[src/rtl/asbd_pkg.sv]
// asbd_pkg: shared constants and carrier types for the address-space block decoder
// assumes a 32-bit internal address, a 24-bit external bus and a 16-bit data path
package asbd_pkg;
    localparam int ADDR_W       = 32;  // internal address width
    localparam int EXT_ADDR_W   = 24;  // external address width
    localparam int BLK_MSB      = 31;  // block select field, high bit
    localparam int BLK_LSB      = 30;  // block select field, low bit
    localparam int NUM_BLK      = 4;   // blocks per space
    localparam int DATA_W       = 32;  // cpu side data width
    localparam int WAIT_W       = 4;   // wait count width
    localparam int PAGE_SEL_W   = 2;   // page width code: 8,16,32,64 bytes
    localparam int PAGE_MIN_LSB = 3;   // an 8-byte page leaves bits 2:0 inside it
    localparam logic [1:0] INT_IO_BLK = 2'h3; // io block kept for on-chip units
    localparam logic [1:0] SZ_BYTE  = 2'h0;   // access size codes
    localparam logic [1:0] SZ_HALF  = 2'h1;
    localparam logic [1:0] SZ_WORD  = 2'h2;
    localparam logic [1:0] CYC_SRAM = 2'h0;   // per-block bus cycle types
    localparam logic [1:0] CYC_DRAM = 2'h1;
    localparam logic [1:0] CYC_PROM = 2'h2;

    // one bus request, from the cpu or the dma controller
    typedef struct packed {
        logic              is_io;   // 1: io space, 0: memory space
        logic              write;   // 1: write
        logic [1:0]        size;    // byte, halfword or word
        logic [ADDR_W-1:0] addr;    // 32-bit internal address
        logic [DATA_W-1:0] wdata;   // little-endian write data
    } asbd_req_t;

    // per-block configuration
    typedef struct packed {
        logic [1:0]        cyc;     // bus cycle type
        logic [WAIT_W-1:0] wait_off;// off-page / normal waits
        logic [WAIT_W-1:0] wait_on; // on-page waits
    } asbd_blk_cfg_t;

    // gray along idle -> addr -> next -> wait -> done
    typedef enum logic [2:0] {
        ASBD_IDLE = 3'b000,
        ASBD_ADDR = 3'b001,
        ASBD_NEXT = 3'b011,
        ASBD_WAIT = 3'b010,
        ASBD_DONE = 3'b110
    } asbd_state_t;
endpackage

[src/rtl/asbd_decoder.sv]
// asbd_decoder: block decode, chip select, wait control, dram and page-rom strobes
// dma wins when both request at once; a request is latched when it is granted
`timescale 1ns/100ps
module asbd_decoder
    import asbd_pkg::*;
(
    input  wire logic                  clock,
    input  wire logic                  rst,
    input  wire logic                  cpu_valid,     // cpu wants a cycle
    input  wire asbd_req_t             cpu_req,       // cpu request
    input  wire logic                  dma_valid,     // dma controller wants a cycle
    input  wire asbd_req_t             dma_req,       // dma request
    input  wire asbd_blk_cfg_t [3:0]   mem_cfg,       // per-block config, memory space
    input  wire asbd_blk_cfg_t [3:0]   io_cfg,        // per-block config, io space
    input  wire logic [PAGE_SEL_W-1:0] page_sel,      // page width code
    input  wire logic [15:0]           ext_rdata,     // external data bus in
    input  wire logic [DATA_W-1:0]     int_io_rdata,  // on-chip unit read data
    input  wire logic                  int_io_ack,    // on-chip unit finished
    output logic                       cpu_grant,     // cpu request taken
    output logic                       dma_grant,     // dma request taken
    output logic                       done,          // cycle finished pulse
    output logic [DATA_W-1:0]          rdata,         // read data
    output logic [EXT_ADDR_W-1:0]      ext_addr,      // external address pins
    output logic [15:0]                ext_wdata,     // data bus out
    output logic                       ext_data_oe,   // data bus enable
    output logic [NUM_BLK-1:0]         block_select_lines_n, // chip selects, low active
    output logic                       mem_rd_n,      // memory read strobe
    output logic                       mem_wr_lo_n,   // lower-byte memory write
    output logic                       mem_wr_hi_n,   // upper-byte memory write
    output logic                       io_rd_n,       // io read strobe
    output logic                       io_wr_n,       // io write strobe
    output logic                       row_strobe_n,  // dram row strobe
    output logic                       upper_column_strobe_n,
    output logic                       lower_column_strobe_n,
    output logic                       int_io_sel,    // on-chip unit select
    output asbd_req_t                  int_io_req     // request to on-chip units
);
    ////////////////////////////////////////////////////////////////////////
    asbd_state_t       st_q;        // sequencer state
    asbd_req_t         req_q;       // latched request
    logic [1:0]        blk_q;       // decoded block
    logic              int_q;       // cycle goes internal
    asbd_blk_cfg_t     cfg_q;       // config of the addressed block
    logic [WAIT_W-1:0] wcnt_q;      // wait countdown
    logic              half_q;      // second halfword of a word access
    logic [15:0]       lo_q;        // low halfword captured on word reads
    logic              page_upd;    // compare strobe
    logic              on_page;     // page hit
    logic              start;       // new request taken
    asbd_req_t         pick;        // chosen request
    logic [EXT_ADDR_W-1:0] cur_addr;// current external address
    logic              act;         // external beat in progress
    logic [1:0]        ln;          // byte lanes of the current beat

    // block field of a 32-bit address
    function automatic logic [1:0] blk_of(input logic [ADDR_W-1:0] a);
        blk_of = a[BLK_MSB:BLK_LSB];
    endfunction

    // byte lanes of a halfword beat: {upper, lower}
    function automatic logic [1:0] lanes(input logic [1:0] sz, input logic a0);
        lanes = (sz == SZ_BYTE) ? (a0 ? 2'b10 : 2'b01) : 2'b11;
    endfunction

    ////////////////////////////////////////////////////////////////////////
    // dma wins over cpu; the cpu is simply held off while dma owns the bus
    assign start     = (st_q == ASBD_IDLE) && (cpu_valid || dma_valid);
    assign dma_grant = start && dma_valid;
    assign cpu_grant = start && !dma_valid;
    assign pick      = dma_valid ? dma_req : cpu_req;
    assign cur_addr  = {req_q.addr[EXT_ADDR_W-1:2], req_q.addr[1] | half_q, req_q.addr[0]};
    assign page_upd  = (st_q == ASBD_ADDR) && !int_q;
    assign act       = (st_q == ASBD_NEXT || st_q == ASBD_WAIT) && !int_q;
    assign ln        = lanes(req_q.size, req_q.addr[0]);

    asbd_page_cmp u_page (
        .clock    (clock),
        .rst      (rst),
        .update   (page_upd),
        .addr     (cur_addr),
        .page_sel (page_sel),
        .kind     (cfg_q.cyc == CYC_DRAM),
        .on_page  (on_page)
    );

    // request latch and block decode
    always_ff @(posedge clock) begin
        if (rst) begin
            req_q <= '0;
            blk_q <= 2'h0;
            int_q <= 1'b0;
            cfg_q <= '0;
        end else if (start) begin
            req_q <= pick;
            blk_q <= blk_of(pick.addr);
            int_q <= pick.is_io && (blk_of(pick.addr) == INT_IO_BLK);
            cfg_q <= pick.is_io ? io_cfg[blk_of(pick.addr)]
                                : mem_cfg[blk_of(pick.addr)];
        end
    end

    // sequencer: addr -> next -> wait -> done (internal cycles skip next), looping once more for external word accesses
    always_ff @(posedge clock) begin
        if (rst) begin
            st_q   <= ASBD_IDLE;
            wcnt_q <= '0;
            half_q <= 1'b0;
        end else begin
            case (st_q)
                ASBD_IDLE: begin
                    half_q <= 1'b0;
                    if (start) st_q <= ASBD_ADDR;
                end
                ASBD_ADDR: begin
                    st_q <= int_q ? ASBD_WAIT : ASBD_NEXT;
                end
                ASBD_NEXT: begin
                    // compare result is ready now; choose page timing
                    wcnt_q <= (cfg_q.cyc != CYC_SRAM && on_page) ? cfg_q.wait_on
                                                                 : cfg_q.wait_off;
                    st_q   <= ASBD_WAIT;
                end
                ASBD_WAIT: begin
                    if (int_q) begin
                        if (int_io_ack) st_q <= ASBD_DONE;
                    end else if (wcnt_q != '0) begin
                        wcnt_q <= wcnt_q - 1'b1;
                    end else if (req_q.size == SZ_WORD && !half_q) begin
                        half_q <= 1'b1;   // second beat on the 16-bit bus
                        st_q   <= ASBD_ADDR;
                    end else begin
                        st_q <= ASBD_DONE;
                    end
                end
                default: st_q <= ASBD_IDLE;
            endcase
        end
    end

    // read data assembly, lower address holds the low-order byte
    always_ff @(posedge clock) begin
        if (rst) begin
            lo_q  <= '0;
            rdata <= '0;
        end else if (st_q == ASBD_WAIT && int_q && int_io_ack) begin
            rdata <= int_io_rdata;
        end else if (st_q == ASBD_WAIT && wcnt_q == '0 && !int_q) begin
            if (req_q.size == SZ_WORD && !half_q) lo_q <= ext_rdata;
            else if (req_q.size == SZ_WORD)       rdata <= {ext_rdata, lo_q};
            else if (req_q.size == SZ_HALF)       rdata <= {16'h0000, ext_rdata};
            else rdata <= {24'h000000, req_q.addr[0] ? ext_rdata[15:8] : ext_rdata[7:0]};
        end
    end

    // pin drivers, registered from the sequencer state
    always_ff @(posedge clock) begin
        if (rst) begin
            ext_addr    <= '0;
            ext_wdata   <= '0;
            ext_data_oe <= 1'b0;
            block_select_lines_n  <= '1;
            mem_rd_n    <= 1'b1;
            mem_wr_lo_n <= 1'b1;
            mem_wr_hi_n <= 1'b1;
            io_rd_n     <= 1'b1;
            io_wr_n     <= 1'b1;
            row_strobe_n          <= 1'b1;
            upper_column_strobe_n <= 1'b1;
            lower_column_strobe_n <= 1'b1;
        end else begin
            ext_addr  <= cur_addr;
            ext_wdata <= half_q ? req_q.wdata[31:16] :
                         (req_q.size == SZ_BYTE) ? {2{req_q.wdata[7:0]}}
                                                 : req_q.wdata[15:0];
            ext_data_oe <= act && req_q.write;
            block_select_lines_n <= act ? ~(4'h1 << blk_q) : 4'hf;
            mem_rd_n    <= !(act && !req_q.is_io && !req_q.write && cfg_q.cyc != CYC_DRAM);
            mem_wr_lo_n <= !(act && !req_q.is_io && req_q.write && ln[0]);
            mem_wr_hi_n <= !(act && !req_q.is_io && req_q.write && ln[1]);
            io_rd_n     <= !(act && req_q.is_io && !req_q.write);
            io_wr_n     <= !(act && req_q.is_io && req_q.write);
            // row opens one cycle before the columns, and the columns open in
            // the first wait cycle so a zero-wait read still has its data out
            row_strobe_n <= !((act || (st_q == ASBD_ADDR && !int_q)) && !req_q.is_io &&
                              cfg_q.cyc == CYC_DRAM);
            upper_column_strobe_n <= !(act && !req_q.is_io &&
                                       cfg_q.cyc == CYC_DRAM && ln[1]);
            lower_column_strobe_n <= !(act && !req_q.is_io &&
                                       cfg_q.cyc == CYC_DRAM && ln[0]);
        end
    end

    // internal io steering and completion
    assign int_io_sel = (st_q == ASBD_WAIT) && int_q;
    assign int_io_req = req_q;
    assign done       = (st_q == ASBD_DONE);

    ////////////////////////////////////////////////////////////////////////
    int_io_cs_a: assert property (@(posedge clock) disable iff (rst)
        int_io_sel |-> block_select_lines_n == 4'hf) else $error("cs on internal io");
    one_cs_a: assert property (@(posedge clock) disable iff (rst)
        $countones(~block_select_lines_n) <= 1) else $error("two chip selects");
    cs_block_a: assert property (@(posedge clock) disable iff (rst)
        (st_q == ASBD_WAIT && !int_q) |=> !block_select_lines_n[blk_q]) else $error("wrong cs");
    int_decode_a: assert property (@(posedge clock) disable iff (rst)
        start |=> int_q == (req_q.is_io && req_q.addr[31:30] == 2'h3)) else $error("io block 3");
    ext_addr_a: assert property (@(posedge clock) disable iff (rst)
        (st_q == ASBD_WAIT && !int_q) |=> ext_addr[23:2] == req_q.addr[23:2]) else $error("addr");
    grant_one_a: assert property (@(posedge clock) disable iff (rst)
        !(cpu_grant && dma_grant)) else $error("double grant");
    done_bound_a: assert property (@(posedge clock) disable iff (rst)
        (start && !(pick.is_io && pick.addr[31:30] == 2'h3)) |-> ##[4:40] done)
        else $error("cycle hung");
    cas_ras_a: assert property (@(posedge clock) disable iff (rst)
        !lower_column_strobe_n |-> !row_strobe_n) else $error("cas without ras");
    byte_lane_a: assert property (@(posedge clock) disable iff (rst)
        (!mem_wr_lo_n && !mem_wr_hi_n) |-> req_q.size != SZ_BYTE) else $error("byte lanes");
    cover_dram_c: cover property (@(posedge clock) !row_strobe_n ##1 !upper_column_strobe_n);
    cover_word_c: cover property (@(posedge clock) st_q == ASBD_WAIT && half_q);
    cover_intio_c: cover property (@(posedge clock) int_io_sel && int_io_ack);
    cover_dma_c:   cover property (@(posedge clock) dma_grant && cpu_valid);
endmodule // asbd_decoder

[src/rtl/asbd_page_cmp.sv]
// asbd_page_cmp: remembers the previous cycle's address and flags on-page hits
// assumes the caller pulses update at the start of each external bus cycle
`timescale 1ns/100ps
module asbd_page_cmp
    import asbd_pkg::*;
(
    input  wire logic                  clock,
    input  wire logic                  rst,
    input  wire logic                  update,   // capture new address
    input  wire logic [EXT_ADDR_W-1:0] addr,     // current external address
    input  wire logic [PAGE_SEL_W-1:0] page_sel, // page width code
    input  wire logic                  kind,     // 0 sram or rom, 1 dram; tracked apart
    output logic                       on_page   // registered hit flag
);
    logic [EXT_ADDR_W-1:0] prev_q [2];  // last address per memory kind
    logic                  vld_q  [2];  // a previous address is held

    // mask off the in-page bits for the chosen width
    function automatic logic [EXT_ADDR_W-1:0] page_mask(input logic [PAGE_SEL_W-1:0] s);
        page_mask = {EXT_ADDR_W{1'b1}} << (PAGE_MIN_LSB + int'(s));
    endfunction

    // previous address store, one word per kind
    always_ff @(posedge clock) begin
        if (rst) begin
            prev_q[0] <= '0;
            prev_q[1] <= '0;
            vld_q[0]  <= 1'b0;
            vld_q[1]  <= 1'b0;
        end else if (update) begin
            prev_q[kind] <= addr;
            vld_q[kind]  <= 1'b1;
        end
    end

    // hit result registered so the wait logic sees a clean level
    always_ff @(posedge clock) begin
        if (rst) begin
            on_page <= 1'b0;
        end else if (update) begin
            on_page <= vld_q[kind] &&
                       ((addr & page_mask(page_sel)) == (prev_q[kind] & page_mask(page_sel)));
        end
    end
endmodule // asbd_page_cmp

[config.mk]
export PLATFORM = sky130hd
export DESIGN_NAME = asbd_decoder
export DESIGN_NICKNAME = d
export VERILOG_FILES = /design/src/rtl/asbd_pkg.sv /design/src/rtl/asbd_decoder.sv /design/src/rtl/asbd_page_cmp.sv
export SDC_FILE = /design/constraint.sdc
export NUM_CORES = 1
export LEC_CHECK = 0
export ABC_CLOCK_PERIOD_IN_PS = 3100
export BUFFER_PORTS_ARGS = -buffer_cell sky130_fd_sc_hd__buf_2
export CAP_MARGIN = 20
export CORE_AREA = 2 2 167 169
export CTS_BUF_LIST = sky130_fd_sc_hd__clkbuf_16
export DETAILED_ROUTE_END_ITERATION = 10
export DIE_AREA = 0 0 169 171
export GPL_TIMING_DRIVEN = 1
export PLACE_DENSITY = 0.69
export SYNTH_ARGS = -nofsm -noshare
export SYNTH_HDL_FRONTEND = slang
export SYNTH_SLANG_ARGS = --single-unit
[constraint.sdc]
create_clock -name clock -period 3.1 [get_ports clock]
set_input_delay 0.155 -clock clock [delete_from_list [all_inputs] [get_ports clock]]
set_output_delay 0.155 -clock clock [all_outputs]
set_load 0.02 [all_outputs]
---- Word level (Yosys, flattened, before mapping) ----
Memories as Yosys holds them, arrays and structs flattened.
Cells that the tools add are included.
word-level totals
  register bits ........................... 191
  bits in writable memories ............... 50
  input port bits ......................... 271
  output and inout bits ................... 157
  logic and storage cells ................. 161
  memories ................................ 2
memory list
  memory         depth  width  read ports  clocked after Yosys merged registers in  write ports  line                 source
  u_page.prev_q  2      24     1           0                                        2            asbd_page_cmp.sv:15  logic [EXT_ADDR_W-1:0] prev_q [2];
  u_page.vld_q   2      1      1           0                                        2            asbd_page_cmp.sv:16  logic vld_q [2];
cells by class
  $add $sub $neg .......................... 2
  $lt $le $gt $ge ......................... 1
  eq/ne operators ......................... 18
  shifts and indexed selects .............. 2
  muxes and demuxes ....................... 42
  bitwise operators ....................... 6
  reduce and logical (&&, ||, !) cells .... 60
operator list
  kind                      number
  $mux W32                  4
  $mux W68                  1
  $and A24 B24 Y24          2
  $mux W16                  3
  $bmux W10 S2              2
  $shl A24 B32 Y24 const A  1
  $mux W10                  3
  $logic_and A1 B1 Y1       28
  $eq A24 B24 Y1            1
  $mux W24                  1
  $reduce_or A24 Y1         1
  $mux W3                   5
  $mux W1                   14
  $logic_not A1 Y1          13
  $mux W4                   3
  $pmux W3 S4               1
  $reduce_and A3 Y1         3
  $mux W8                   1
  $ne A2 B1 Y1 const B      4
  $pmux W4 S2               1
  $reduce_bool A2 Y1        4
  $eq A3 B2 Y1 const B      2
  $ne A2 B2 Y1 const B      3
  $ne A3 B3 Y1 const B      2
  22 further kinds          28

---- Longest topological paths before layout ----
Gate-level depths: netlist of run 1.
  depth in word-level cells ............... 7
  gate-level depth with buffers ........... 10
  gate-level depth less buffers ........... 8

---- Modules after synthesis ----
Synthesis of run 1 repeated with hierarchy kept, for this count alone.
unflattened totals
  cells, all modules ...................... 1341
  area total of the unflattened synthesis .. 11572.3 sq um
modules (own cells, without submodules)
  module         instances  cells an instance  area an instance (sq um)
  asbd_decoder   1          1162               9135.0
  asbd_page_cmp  1          179                2437.3

---- Worst setup path after synthesis of run 1 ----
OpenSTA, ideal clock, no wires.
  kind .................................... reg-to-reg
  start point ............................. register st_q[0]
  end point ............................... memory u_page.prev_q[0][0], enable pin
  arrival time ............................ 1.980 ns
  required time ........................... 2.720 ns
  setup slack ............................. 0.740 ns
  stages on the path, launching flop included .. 7
  period minus slack after synthesis ...... 2.360 ns
  path through ............................ dfxtp_1 buf_2 or4b_1 nor2_2 nand2_1 clkbuf_1 nand2_1
RTL lines
  what                    line                 source
  from (decl)             asbd_decoder.sv:39   asbd_state_t st_q;
  from (signal assigned)  asbd_decoder.sv:115  st_q <= int_q ? ASBD_WAIT : ASBD_NEXT;
  to (decl)               asbd_page_cmp.sv:15

---- Final worst setup path of run 1 ----
  start point ............................. register wcnt_q[0]
  end point ............................... register rdata[31]
between the ends
  longest elaborated chain between the ends .. 5
RTL lines
  what                                 line                 source
  from (decl)                          asbd_decoder.sv:44   logic [WAIT_W-1:0] wcnt_q;
  from (signal assigned)               asbd_decoder.sv:119  wcnt_q <= (cfg_q.cyc != CYC_SRAM && on_page) ? cfg_q.wait_on
  from (signal assigned)               asbd_decoder.sv:127  wcnt_q <= wcnt_q - 1'b1;
  $logic_not A4 Y1                     asbd_decoder.sv:147  end else if (st_q == ASBD_WAIT && wcnt_q == '0 && !int_q) begin
  $logic_and A1 B1 Y1 (2 in a row)     asbd_decoder.sv:147
  $reduce_bool A2 Y1 (no source line)  --
  $reduce_and A2 Y1 (no source line)   --
  to (signal assigned)                 asbd_decoder.sv:146  rdata <= int_io_rdata;
  to (signal assigned)                 asbd_decoder.sv:149  else if (req_q.size == SZ_WORD) rdata <= {ext_rdata, lo_q};
  to (signal assigned)                 asbd_decoder.sv:150  else if (req_q.size == SZ_HALF) rdata <= {16'h0000, ext_rdata};
  to (decl)                            asbd_decoder.sv:22   output logic [DATA_W-1:0] rdata,
Every way passes these cells.
A chain may end at the register's enable or synchronous reset.

==> run summary, run 1 <==
Status -> completed
CTS tree -> done
Fin nets -> 1983
Comb power frac -> 28.2%
All-layer global routing usage -> 25.8%
FF-to-FF End -> rdata[31]
Synth async-reset ratio -> 0%
PortBufs -> 427
Main synth FF type -> dfxtp_1
P&R area growth vs syn -> 36.8%
H-tree depth -> 1
Fin crit share -> 90.7%
Slew Limit Fails -> 0
Worst VDD drop -> 0.424 mV
CTS Root Cell -> clkbuf_16
Site Rows -> 61
Hold Fails Final Rpt -> 0
Top-area cell type share of the netlist area -> 34.1%
Grt total ovfl -> 0
Register area share after synthesis -> 46.5%
FF-to-FF setup slack -> 0.29 ns
Final worst setup slack -> 0.289 ns
Initial core utilization -> 41.0%
Final min period -> 2.81 ns
Count of different cell masters after synthesis -> 63
Fmax -> 356 MHz
TritonCTS buffer count -> 26
DRT antenna net count -> 0
Sw frac -> 33.8%
Most area-consuming cells after synthesis -> dfxtp_1 34%, edfxtp_1 12%, nor2_1 8.3%, a211oi_1 4.8%, mux2i_1 4.4%
Setup crit start kind -> register
Final setup fails -> 0
Pwr Total -> 9.89 mW
Initial antenna violation count -> 1
Residual DRC count -> 0
Worst-Skew Late Latency -> 0.54 ns
Cells after Synth -> 1248
Top-level port count -> 428
Syn Nets -> 1524
Syn_area_per_cell -> 8.98 sq um
Post-DR vias/cell -> 5.42
RSZ-0062 raised after global routing -> no
Relative slew slack -> 48.3%
1st-pass router iterations -> 7
Final WL -> 38900 microns
HP Class -> in -> reg
Synth Register Bits -> 237
Initial DRC Count -> 751
Post-Layout Cell Count -> 2074
Crit Path Class -> reg -> reg
Final setup TNS -> 0 ns
Clk pwr share -> 32.3%
WP data required -> 3.58 ns
Critical Path End -> rdata[31]
Most frequent cell after synthesis -> nor2_1
NetSw -> 3.34 mW
Mapped Area -> 0.0112 sq mm
CP startpoint -> wcnt_q[0]
Max cap viols -> 0
Most common library cells after synthesis -> 248 x nor2_1, 191 x dfxtp_1, 108 x nand2_1, 79 x o21ai_0, 71 x a211oi_1
Pwr per Cell Area -> 645 mW/mm^2
R2R depth -> 11
HP Start -> cpu_req[18]
CP Max Fanout -> 48
Largest net degree at the start of global routing -> 133
Die Area -> 0.0289 sq mm
First-pass GRT wire length -> 58900 microns
Setup Fix Bufs, Post-CTS -> 0
DIE WIDTH -> 169 microns
Hpwl dp -> 26600 microns
Die Y -> 171 microns
Fin area -> 0.0153 sq mm
Gp weighted congestion -> 0.894
Arrival time of the worst setup path -> 3.29 ns
Core area -> 0.0273 sq mm
CTS Sinks -> 237
CTS max path bufs -> 3
DP Area -> 0.0135 sq mm
Clock-pin slew of the registers on the worst-case setup and hold paths -> 0.06 ns
Yosys warnings -> 0
Worst Clk Skew -> 0.0139 ns
Internal power -> 6.55 mW
Cell type with the largest total area after synthesis -> dfxtp_1
Share of layout cells above drive strength 1 -> 31.8%
Measured slew at the worst slew-check pin -> 0.774 ns
R2R Path Start -> wcnt_q[0]
Dpl ws -> 0.530 ns
Seq pwr share -> 39.6%
Crit end category -> register
Leak Pwr -> 6.79 nW
Number of global-route vias before repair -> 10938
Vias -> 11237
DP Cell Count -> 1926
EDFF count, synth -> 46
DR WL/cell -> 18.8 microns
## cell type report
| cell class | count | area [sq um] |
|---|---|---|
| timing repair buffer | 556 | 3390 |
| inverter | 29 | 109 |
| clock inverter | 21 | 203 |
| clock buffer | 27 | 676 |
| antenna | 1 | 2.50 |
| tap | 346 | 433 |
| multi-input combinational | 857 | 5310 |
| sequential | 237 | 5200 |
| fill | 2412 | 12000 |
## power groups by stage
stage | Combinational (mW) | Sequential [mW] | Clock, mW
3_5_place_dp | 2.65 | 3.98 | 0
4_1_cts | 2.78 | 3.91 | 3.23
5_1_grt | 3.03 | 3.96 | 3.37
3_3_place_gp | 2.61 | 3.97 | 0
2_1_floorplan | 1.54 | 4.12 | 0
6_report | 2.79 | 3.91 | 3.19
## sequential cells by signal, summed over array words and instances, names as in the netlist, 2 cells and up
name,cells
u_page.prev_q,46
wcnt_q,4
st_q,3
u_page.vld_q,2
block_select_lines_n,4
ext_addr,24
cfg_q,10
lo_q,16
ext_wdata,16
rdata,32
int_io_req,68
## through the flow
| step | util [%] | hold slack (ns) |
|---|---|---|
| finish | 56.1 | 0.0134 |
| global placement | 49.2 | 0.432 |
| global route | 56.1 | 0.0119 |
| floorplan | - | 0.299 |
| CTS | 56.1 | 0.000967 |
| detailed placement | 49.2 | 0.448 |
## worst max-delay path: stages, from the launching register on
cell,delay (ns)
dfxtp_1,0.32
inv_1,0.06
ha_1,0.19
nor4b_1,0.25
buf_4,0.17
a211oi_2,0.04
a21oi_2,0.18
o311a_2,0.21
buf_6,0.36
nor2_1,0.09
a311oi_2,0.26
dlygate4sd3_1,0.59
## kinds of logic after synthesis
family	after synthesis	share of synthesized area, %
and+or+nand+nor	479	18.7
AOI/OAI and AO/OA	285	17.9
DFF	237	46.5
buffers and inverters	154	6.47
muxes	72	8.70
xor gates and xnor gates	15	1.17
adders and majority gates	6	0.648
## timing repair
action,in CTS,in global routing
gates resized for setup,0,1
hold endpoints to repair,85,0
hold buffers,99,0
endpoints found under the setup margin,0,10
## worst min-delay path by stage
stage                      to  slack, ns  cells after the start
5_1_grt        int_io_req[33]       0.01                      3
3_5_place_dp          lo_q[0]       0.45                      3
6_report       int_io_req[18]       0.01                      5
2_1_floorplan         lo_q[0]       0.30                      2
4_1_cts        int_io_req[14]      0.001                      3
3_3_place_gp          lo_q[0]       0.43                      3
## layout by cell type (no fill, tap or decap), types with 6 or more instances in the layout
cell,n
a21oi_1,39
and2_1,15
mux2i_1,46
inv_1,32
buf_4,28
a221oi_1,13
o21ai_0,78
xnor2_1,6
and3_1,15
nor2_1,248
dlygate4sd3_1,99
buf_2,425
a211oi_1,71
a311oi_2,16
o22ai_1,22
nor2b_1,25
a221o_1,10
clkbuf_16,27
nor3_1,20
nand3_1,20
edfxtp_1,46
xor2_1,9
o211ai_1,9
dfxtp_1,191
nand2_1,108
mux4_2,20
## per-layer routing
metal | part of all wire (%) | GRT usage, %
met1 | 41 | 32.6
met2 | 49 | 44.7
met3 | 6.4 | 3.61
met4 | 3.4 | 10.1
met5 | 0 | 0
Power figures use the tool's default switching activity.
==> inputs of run 2 (changes only) <==
==> constraint.sdc (replaced) <==
create_clock -name clock -period 3.1 [get_ports clock]
set_input_delay 0.155 -clock clock [delete_from_list [all_inputs] [get_ports clock]]
set_output_delay 0.155 -clock clock [all_outputs]
set_load 0.01 [all_outputs]
==> run summary, run 2 (synthesis gave the netlist of run 1 again) <==
Final setup fails -> 0 (unchanged)
Commonest non-fill, non-tap cells in the layout -> 425 x buf_2, 248 x nor2_1, 191 x dfxtp_1 (unchanged)
Measured slew at the worst slew-check pin -> 0.770 ns (was 0.774 ns)
Number of fillers in the final layout -> 2432 (was 2412)
Largest stage delay, worst path -> 0.60 ns (was 0.59 ns)
DP Area -> 0.0135 sq mm (unchanged)
Gp weighted congestion -> 0.905 (was 0.894)
CTS Sinks -> 237 (unchanged)
Final min period -> 2.83 ns (was 2.81 ns)
DR WL/cell -> 18.8 microns (about the same)
Hold Path End -> int_io_req[57] (was int_io_req[18])
Arrival time of the worst setup path -> 3.29 ns (about the same)
Core area -> 0.0273 sq mm (unchanged)
Max reg flops -> 68 (unchanged)
HP Start -> dma_req[57] (was cpu_req[18])
CTS max path bufs -> 3 (unchanged)
Relative slew slack -> 48.6% (was 48.3%)
Slew Limit Fails -> 0 (unchanged)
TritonCTS buffer count -> 26 (unchanged)
CP cell instances -> inv_1, ha_1, nor4b_1, a211oi_2, a21oi_2, o311a_2, buf_6, nor2_1, a311oi_2, dlygate4sd3_1 (was inv_1, ha_1, nor4b_1, buf_4, a211oi_2, a21oi_2, o311a_2, buf_6, nor2_1, a311oi_2, dlygate4sd3_1)
DRT antenna net count -> 0 (unchanged)
CTS tree -> done (unchanged)
Clock-pin slew of the registers on the worst-case setup and hold paths -> 0.06 ns (about the same)
Largest net degree at the start of global routing -> 146 (was 133)
Leak Pwr -> 6.72 nW (was 6.79 nW)
Fin nets -> 1980 (was 1983)
FF-to-FF End -> rdata[26] (was rdata[31])
First-pass GRT wire length -> 58900 microns (about the same)
Pwr per Cell Area -> 613 mW/mm^2 (was 645 mW/mm^2)
Setup crit start kind -> register (unchanged)
Fin area -> 0.0152 sq mm (was 0.0153 sq mm)
CTS Root Cell -> clkbuf_16 (unchanged)
Post-DR vias/cell -> 5.39 (was 5.42)
Hold Fails Final Rpt -> 1 (was 0)
CP max stage cell -> dlygate4sd3_1 (unchanged)
CP Max Fanout -> 48 (unchanged)
1st-pass router iterations -> 5 (was 7)
Most common cell after layout, fill and taps aside -> buf_2 (unchanged)
Final WL -> 39000 microns (was 38900 microns)
Worst VDD drop -> 0.369 mV (was 0.424 mV)
FF-to-FF setup slack -> 0.27 ns (was 0.29 ns)
Fmax -> 353 MHz (was 356 MHz)
Final setup TNS -> 0 ns (unchanged)
Min Hold Slack -> -0.000595 ns (was 0.0134 ns)
R2R depth -> 10 (was 11)
Die Y -> 171 microns (unchanged)
DIE WIDTH -> 169 microns (unchanged)
Site Rows -> 61 (unchanged)
WP data required -> 3.56 ns (was 3.58 ns)
Initial antenna violation count -> 1 (unchanged)
Initial core utilization -> 41.0% (unchanged)
Hpwl dp -> 26900 microns (was 26600 microns)
PortBufs -> 427 (unchanged)
Top-level port count -> 428 (unchanged)
H-tree depth -> 1 (unchanged)
Share of layout cells above drive strength 1 -> 31.6% (was 31.8%)
P&R area growth vs syn -> 35.6% (was 36.8%)
Status -> finished with violations (was completed)
Worst Clk Skew -> 0.0299 ns (was 0.0139 ns)
All-layer global routing usage -> 25.6% (was 25.8%)
Die Area -> 0.0289 sq mm (unchanged)
Residual DRC count -> 0 (unchanged)
Failing checks -> negative hold slack
Hold depth -> 3 (was 5)
Crit end category -> register (unchanged)
Grt total ovfl -> 0 (unchanged)
Number of global-route vias before repair -> 10930 (was 10938)
Max cap viols -> 0 (unchanged)
HP Class -> in -> reg (unchanged)
Worst-Skew Late Latency -> 0.54 ns (about the same)
Crit Path Class -> reg -> reg (unchanged)
Initial DRC Count -> 839 (was 751)
Fin crit share -> 91.4% (was 90.7%)
Vias -> 11156 (was 11237)
Setup Fix Bufs, Post-CTS -> 0 (unchanged)
RSZ-0062 raised after global routing -> no (unchanged)
R2R Path Start -> wcnt_q[0] (unchanged)
run 2: worst max path at each step:
| stage | slack (ns) | depth (start not counted) | from | endpoint |
|---|---|---|---|---|
| 4_1_cts | 0.20 | 10 | wcnt_q[0] | rdata[30] |
| 3_3_place_gp | 0.74 | 6 | int_q | u_page.prev_q[0][16] |
| 6_report | 0.27 | 10 | wcnt_q[0] | rdata[26] |
| 2_1_floorplan | 0.74 | 6 | st_q[0] | u_page.prev_q[0][0] |
| 5_1_grt | 0.06 | 10 | wcnt_q[0] | rdata[17] |
| 3_5_place_dp | 0.66 | 6 | int_q | u_page.prev_q[0][13] |
run 2: critical path: cells and delay by family, from the launching register on:
family	cells	cell delay [ns]
adder cells (fa/ha/maj)	1	0.17
flip-flops	1	0.33
buffers and inverters	3	1.00
AO/OA/AOI/OAI	4	0.74
AND/OR/NAND/NOR	2	0.53
run 2: layer usage:
layer,wire length [microns],share of wire (%),track usage (%)
met5,0,0,0
met4,1120,2.9,8.44
met3,2610,6.7,3.98
met2,19000,49,44.5
met1,16300,42,32.6
run 2: layout make-up:
type | instances | area, sq um | share of cell area, %
Antenna cell | 1 | 2.50 | 0.0165
Clock buffer | 27 | 676 | 4.45
Clock inverter | 20 | 92.6 | 0.610
Inverter | 29 | 109 | 0.717
Multi-Input combinational cell | 857 | 5310 | 35.0
Sequential cell | 237 | 5200 | 34.3
Tap cell | 346 | 433 | 2.85
Timing Repair Buffer | 553 | 3360 | 22.1
run 2: stage by stage:
stage | util [%] | worst slack, ns | total power [mW] | instances | hold slack (ns)
4_1_cts | 55.6 | 0.196 | 9.34 | 2069 | 0.00371
3_3_place_gp | 49.2 | 0.738 | 6.34 | 1926 | 0.428
5_1_grt | 55.6 | 0.0615 | 9.77 | 2070 | 0.0235
6_report | 55.6 | 0.266 | 9.32 | 2070 | -0.000595
3_5_place_dp | 49.2 | 0.659 | 6.39 | 1926 | 0.450
2_1_floorplan | - | 0.740 | 5.44 | 1248 | 0.299
run 2: repair_timing:
action                                  in CTS  in global routing
endpoints found under the setup margin       0                 15
hold endpoints to repair                    84                  0
resized for setup                            0                  1
hold buffers                                96                  0
run 2: power breakdown:
group	internal, mW	switching, mW
clock	1.57	1.27
sequential	3.55	0.363
combinational	1.09	1.49
total	6.20	3.11
==> inputs of run 3 (changes only) <==
- CELL_PAD_IN_SITES_DETAIL_PLACEMENT: default -> 1
- CELL_PAD_IN_SITES_GLOBAL_PLACEMENT: default -> 1
- CORE_AREA: 2 2 167 169 -> default
- CORE_UTILIZATION: default -> 36
- DIE_AREA: 0 0 169 171 -> default
- PLACE_DENSITY: 0.69 -> default
- PLACE_DENSITY_LB_ADDON: default -> 0.1
- SYNTH_HIERARCHICAL: default -> 1
==> run summary, run 3 <==
Leak Pwr -> 6.63 nW (was 6.72 nW)
Setup crit start kind -> register (unchanged)
H-tree depth -> 1 (unchanged)
Sw frac -> 37.2% (was 33.4%)
EDFF count, synth -> 46 (unchanged)
Register area share after synthesis -> 45.0% (was 46.5%)
Number of gates resized after cts -> 0 (unchanged)
DP Cell Count -> 2063 (was 1926)
CP Max Fanout -> 48 (unchanged)
Initial antenna violation count -> 2 (was 1)
Setup Fix Bufs, Post-CTS -> 0 (unchanged)
FF-to-FF setup slack -> 0.32 ns (was 0.27 ns)
Post-Layout Cell Count -> 2175 (was 2070)
Final setup TNS -> 0 ns (unchanged)
Crit Path Class -> reg -> reg (unchanged)
Commonest non-fill, non-tap cells in the layout -> 425 x buf_2, 191 x dfxtp_1, 189 x nor2_1 (was 425 x buf_2, 248 x nor2_1, 191 x dfxtp_1)
NetSw -> 4.49 mW (was 3.11 mW)
Residual DRC count -> 0 (unchanged)
All-layer global routing usage -> 25.6% (about the same)
Measured slew at the worst slew-check pin -> 0.804 ns (was 0.770 ns)
Grt total ovfl -> 0 (unchanged)
Final WL -> 43200 microns (was 39000 microns)
Internal power -> 7.58 mW (was 6.20 mW)
Number of global-route vias before repair -> 11444 (was 10930)
TritonCTS buffer count -> 27 (was 26)
Pwr Total -> 12.1 mW (was 9.32 mW)
CTS Sinks -> 237 (unchanged)
Cell type with the largest total area after synthesis -> dfxtp_1 (unchanged)
Fin crit share -> 89.6% (was 91.4%)
Die Y -> 181 microns (was 171 microns)
Max cap viols -> 0 (unchanged)
Gp weighted congestion -> 0.864 (was 0.905)
Yosys warnings -> 6 (was 0)
Number of fillers in the final layout -> 3831 (was 2432)
Worst-Skew Late Latency -> 0.53 ns (was 0.54 ns)
PortBufs -> 427 (unchanged)
Initial DRC Count -> 595 (was 839)
Fin nets -> 2028 (was 1980)
Top-level port count -> 428 (unchanged)
Synth Register Bits -> 237 (unchanged)
Hold Fails Final Rpt -> 0 (was 1)
Mapped Area -> 0.0116 sq mm (was 0.0112 sq mm)
Syn Nets -> 1617 (was 1524)
Crit end category -> register (unchanged)
Cells after Synth -> 1341 (was 1248)
Slew Limit Fails -> 0 (unchanged)
Status -> completed (was finished with violations)
CTS max path bufs -> 3 (unchanged)
WP data required -> 3.57 ns (was 3.56 ns)
Main synth FF type -> dfxtp_1 (unchanged)
Final min period -> 2.78 ns (was 2.83 ns)
Most common cell after layout, fill and taps aside -> buf_2 (unchanged)
RSZ-0062 raised after global routing -> no (unchanged)
CTS Root Cell -> clkbuf_16 (unchanged)
First-pass GRT wire length -> 66100 microns (was 58900 microns)
Arrival time of the worst setup path -> 3.24 ns (was 3.29 ns)
Core area -> 0.0316 sq mm (was 0.0273 sq mm)
Critical Path End -> rdata[31] (was rdata[26])
Clock-pin slew of the registers on the worst-case setup and hold paths -> 0.06 ns (about the same)
Top-area cell type share of the netlist area -> 33.0% (was 34.1%)
Seq pwr share -> 37.7% (was 42.0%)
Count of different cell masters after synthesis -> 63 (unchanged)
DIE WIDTH -> 181 microns (was 169 microns)
FF-to-FF End -> rdata[31] (was rdata[26])
1st-pass router iterations -> 4 (was 5)
Comb power frac -> 35.9% (was 27.6%)
Vias -> 11392 (was 11156)
Fmax -> 360 MHz (was 353 MHz)
Die Area -> 0.0329 sq mm (was 0.0289 sq mm)
CTS tree -> done (unchanged)
Worst Clk Skew -> 0.00938 ns (was 0.0299 ns)
R2R depth -> 8 (was 10)
Syn_area_per_cell -> 8.63 sq um (was 8.98 sq um)
Relative slew slack -> 46.2% (was 48.6%)
Most frequent cell after synthesis -> dfxtp_1 (was nor2_1)
Max reg flops -> 68 (unchanged)
Share of layout cells above drive strength 1 -> 29.5% (was 31.6%)
Most area-consuming cells after synthesis -> dfxtp_1 33%, edfxtp_1 12%, nor2_1 6.2%, nor2b_1 6.0%, a21oi_1 5.7% (was dfxtp_1 34%, edfxtp_1 12%, nor2_1 8.3%, a211oi_1 4.8%, mux2i_1 4.4%)
DR WL/cell -> 19.8 microns (was 18.8 microns)
Worst VDD drop -> 0.391 mV (was 0.369 mV)
DRT antenna net count -> 0 (unchanged)
P&R area growth vs syn -> 32.3% (was 35.6%)
Clk pwr share -> 26.4% (was 30.4%)
Site Rows -> 65 (was 61)
Final setup fails -> 0 (unchanged)
R2R Path Start -> wcnt_q[0] (unchanged)
Post-DR vias/cell -> 5.24 (was 5.39)
Largest net degree at the start of global routing -> 85 (was 146)
Synth async-reset ratio -> 0% (unchanged)
Most common library cells after synthesis -> 191 x dfxtp_1, 190 x nor2_1, 131 x a21oi_1, 111 x nor2b_1, 109 x nand2_1 (was 248 x nor2_1, 191 x dfxtp_1, 108 x nand2_1, 79 x o21ai_0, 71 x a211oi_1)
Pwr per Cell Area -> 788 mW/mm^2 (was 613 mW/mm^2)
Hpwl dp -> 30400 microns (was 26900 microns)
CP startpoint -> wcnt_q[0] (unchanged)
Initial core utilization -> 36.7% (was 41.0%)
HP Class -> in -> reg (unchanged)
[run 3: layout make-up]
cell class | count | area (sq um) | area share, %
multi-input combinational | 953 | 5680 | 37.1
sequential | 237 | 5200 | 34.0
timing repair buffer | 516 | 2980 | 19.5
clock buffer | 27 | 676 | 4.41
tap | 402 | 503 | 3.28
clock inverter | 22 | 204 | 1.33
inverter | 17 | 63.8 | 0.417
antenna | 1 | 2.50 | 0.0163
[run 3: worst max-delay path, stage by stage (launching register included)]
cell and delay (ns):
dfxtp_1 0.32, inv_1 0.10, ha_1 0.21, or4b_4 0.50
a221oi_4 0.32, buf_12 0.27, nor2_1 0.07, a311oi_1 0.29
dlygate4sd3_1 0.62
[run 3: routing by layer]
layer	part of all wire (%)	wire length [microns]	vias up	GRT usage, %
met3	4.6	1970	54	3.20
met1	44	19000	5479	33.7
met4	2.1	885	0	6.20
li1	-	-	5520	-
met5	0	0	-	0
met2	49	21400	339	44.3
[run 3: timing repair]
action,4_1_cts,5_1_grt
endpoints found under the setup margin,0,0
hold buffers,62,0
hold endpoints to repair,46,0
[run 3: power by group through the flow]
| stage | Clock, mW | Sequential [mW] | Combinational (mW) |
|---|---|---|---|
| global route | 3.39 | 4.64 | 4.73 |
| finish | 3.18 | 4.55 | 4.33 |
| detailed placement | 0 | 4.61 | 4.18 |
| floorplan | 0 | 4.51 | 2.67 |
| global placement | 0 | 4.59 | 4.10 |
| CTS | 3.26 | 4.55 | 4.33 |
[run 3: kinds of logic (layout without fill, tap and decap cells)]
kind of cell	after synthesis	after routing	share of synthesized area (%)
multiplexers	50	50	5.45
flip-flops	237	237	45.0
buffers and inverters	151	582	6.34
adder cells (fa/ha/maj)	6	6	0.627
AND/OR/NAND/NOR	534	534	22.4
other	0	1	0
AO/OA/AOI/OAI	340	340	18.4
XOR/XNOR	23	23	1.74
[run 3: worst min-delay path by stage]
stage,to,depth (start not counted),startpoint,slack [ns]
2_1_floorplan,lo_q[0],2,ext_rdata[0],0.30
3_3_place_gp,rdata[20],3,int_io_rdata[20],0.43
3_5_place_dp,rdata[23],3,int_io_rdata[23],0.43
4_1_cts,rdata[1],3,int_io_rdata[1],0.0001
5_1_grt,rdata[1],3,int_io_rdata[1],0.01
6_report,rdata[1],3,int_io_rdata[1],0.03
[run 3: per-stage QoR]
step | worst slack (ns) | util (%) | hold slack, ns | cell area [sq um]
finish | 0.321 | 48.5 | 0.0263 | 15300
CTS | 0.312 | 48.5 | 0.000132 | 15300
floorplan | 0.728 | - | 0.295 | 11600
global placement | 0.665 | 43.8 | 0.426 | 13800
global route | 0.132 | 48.5 | 0.0127 | 15300
detailed placement | 0.571 | 43.8 | 0.430 | 13800
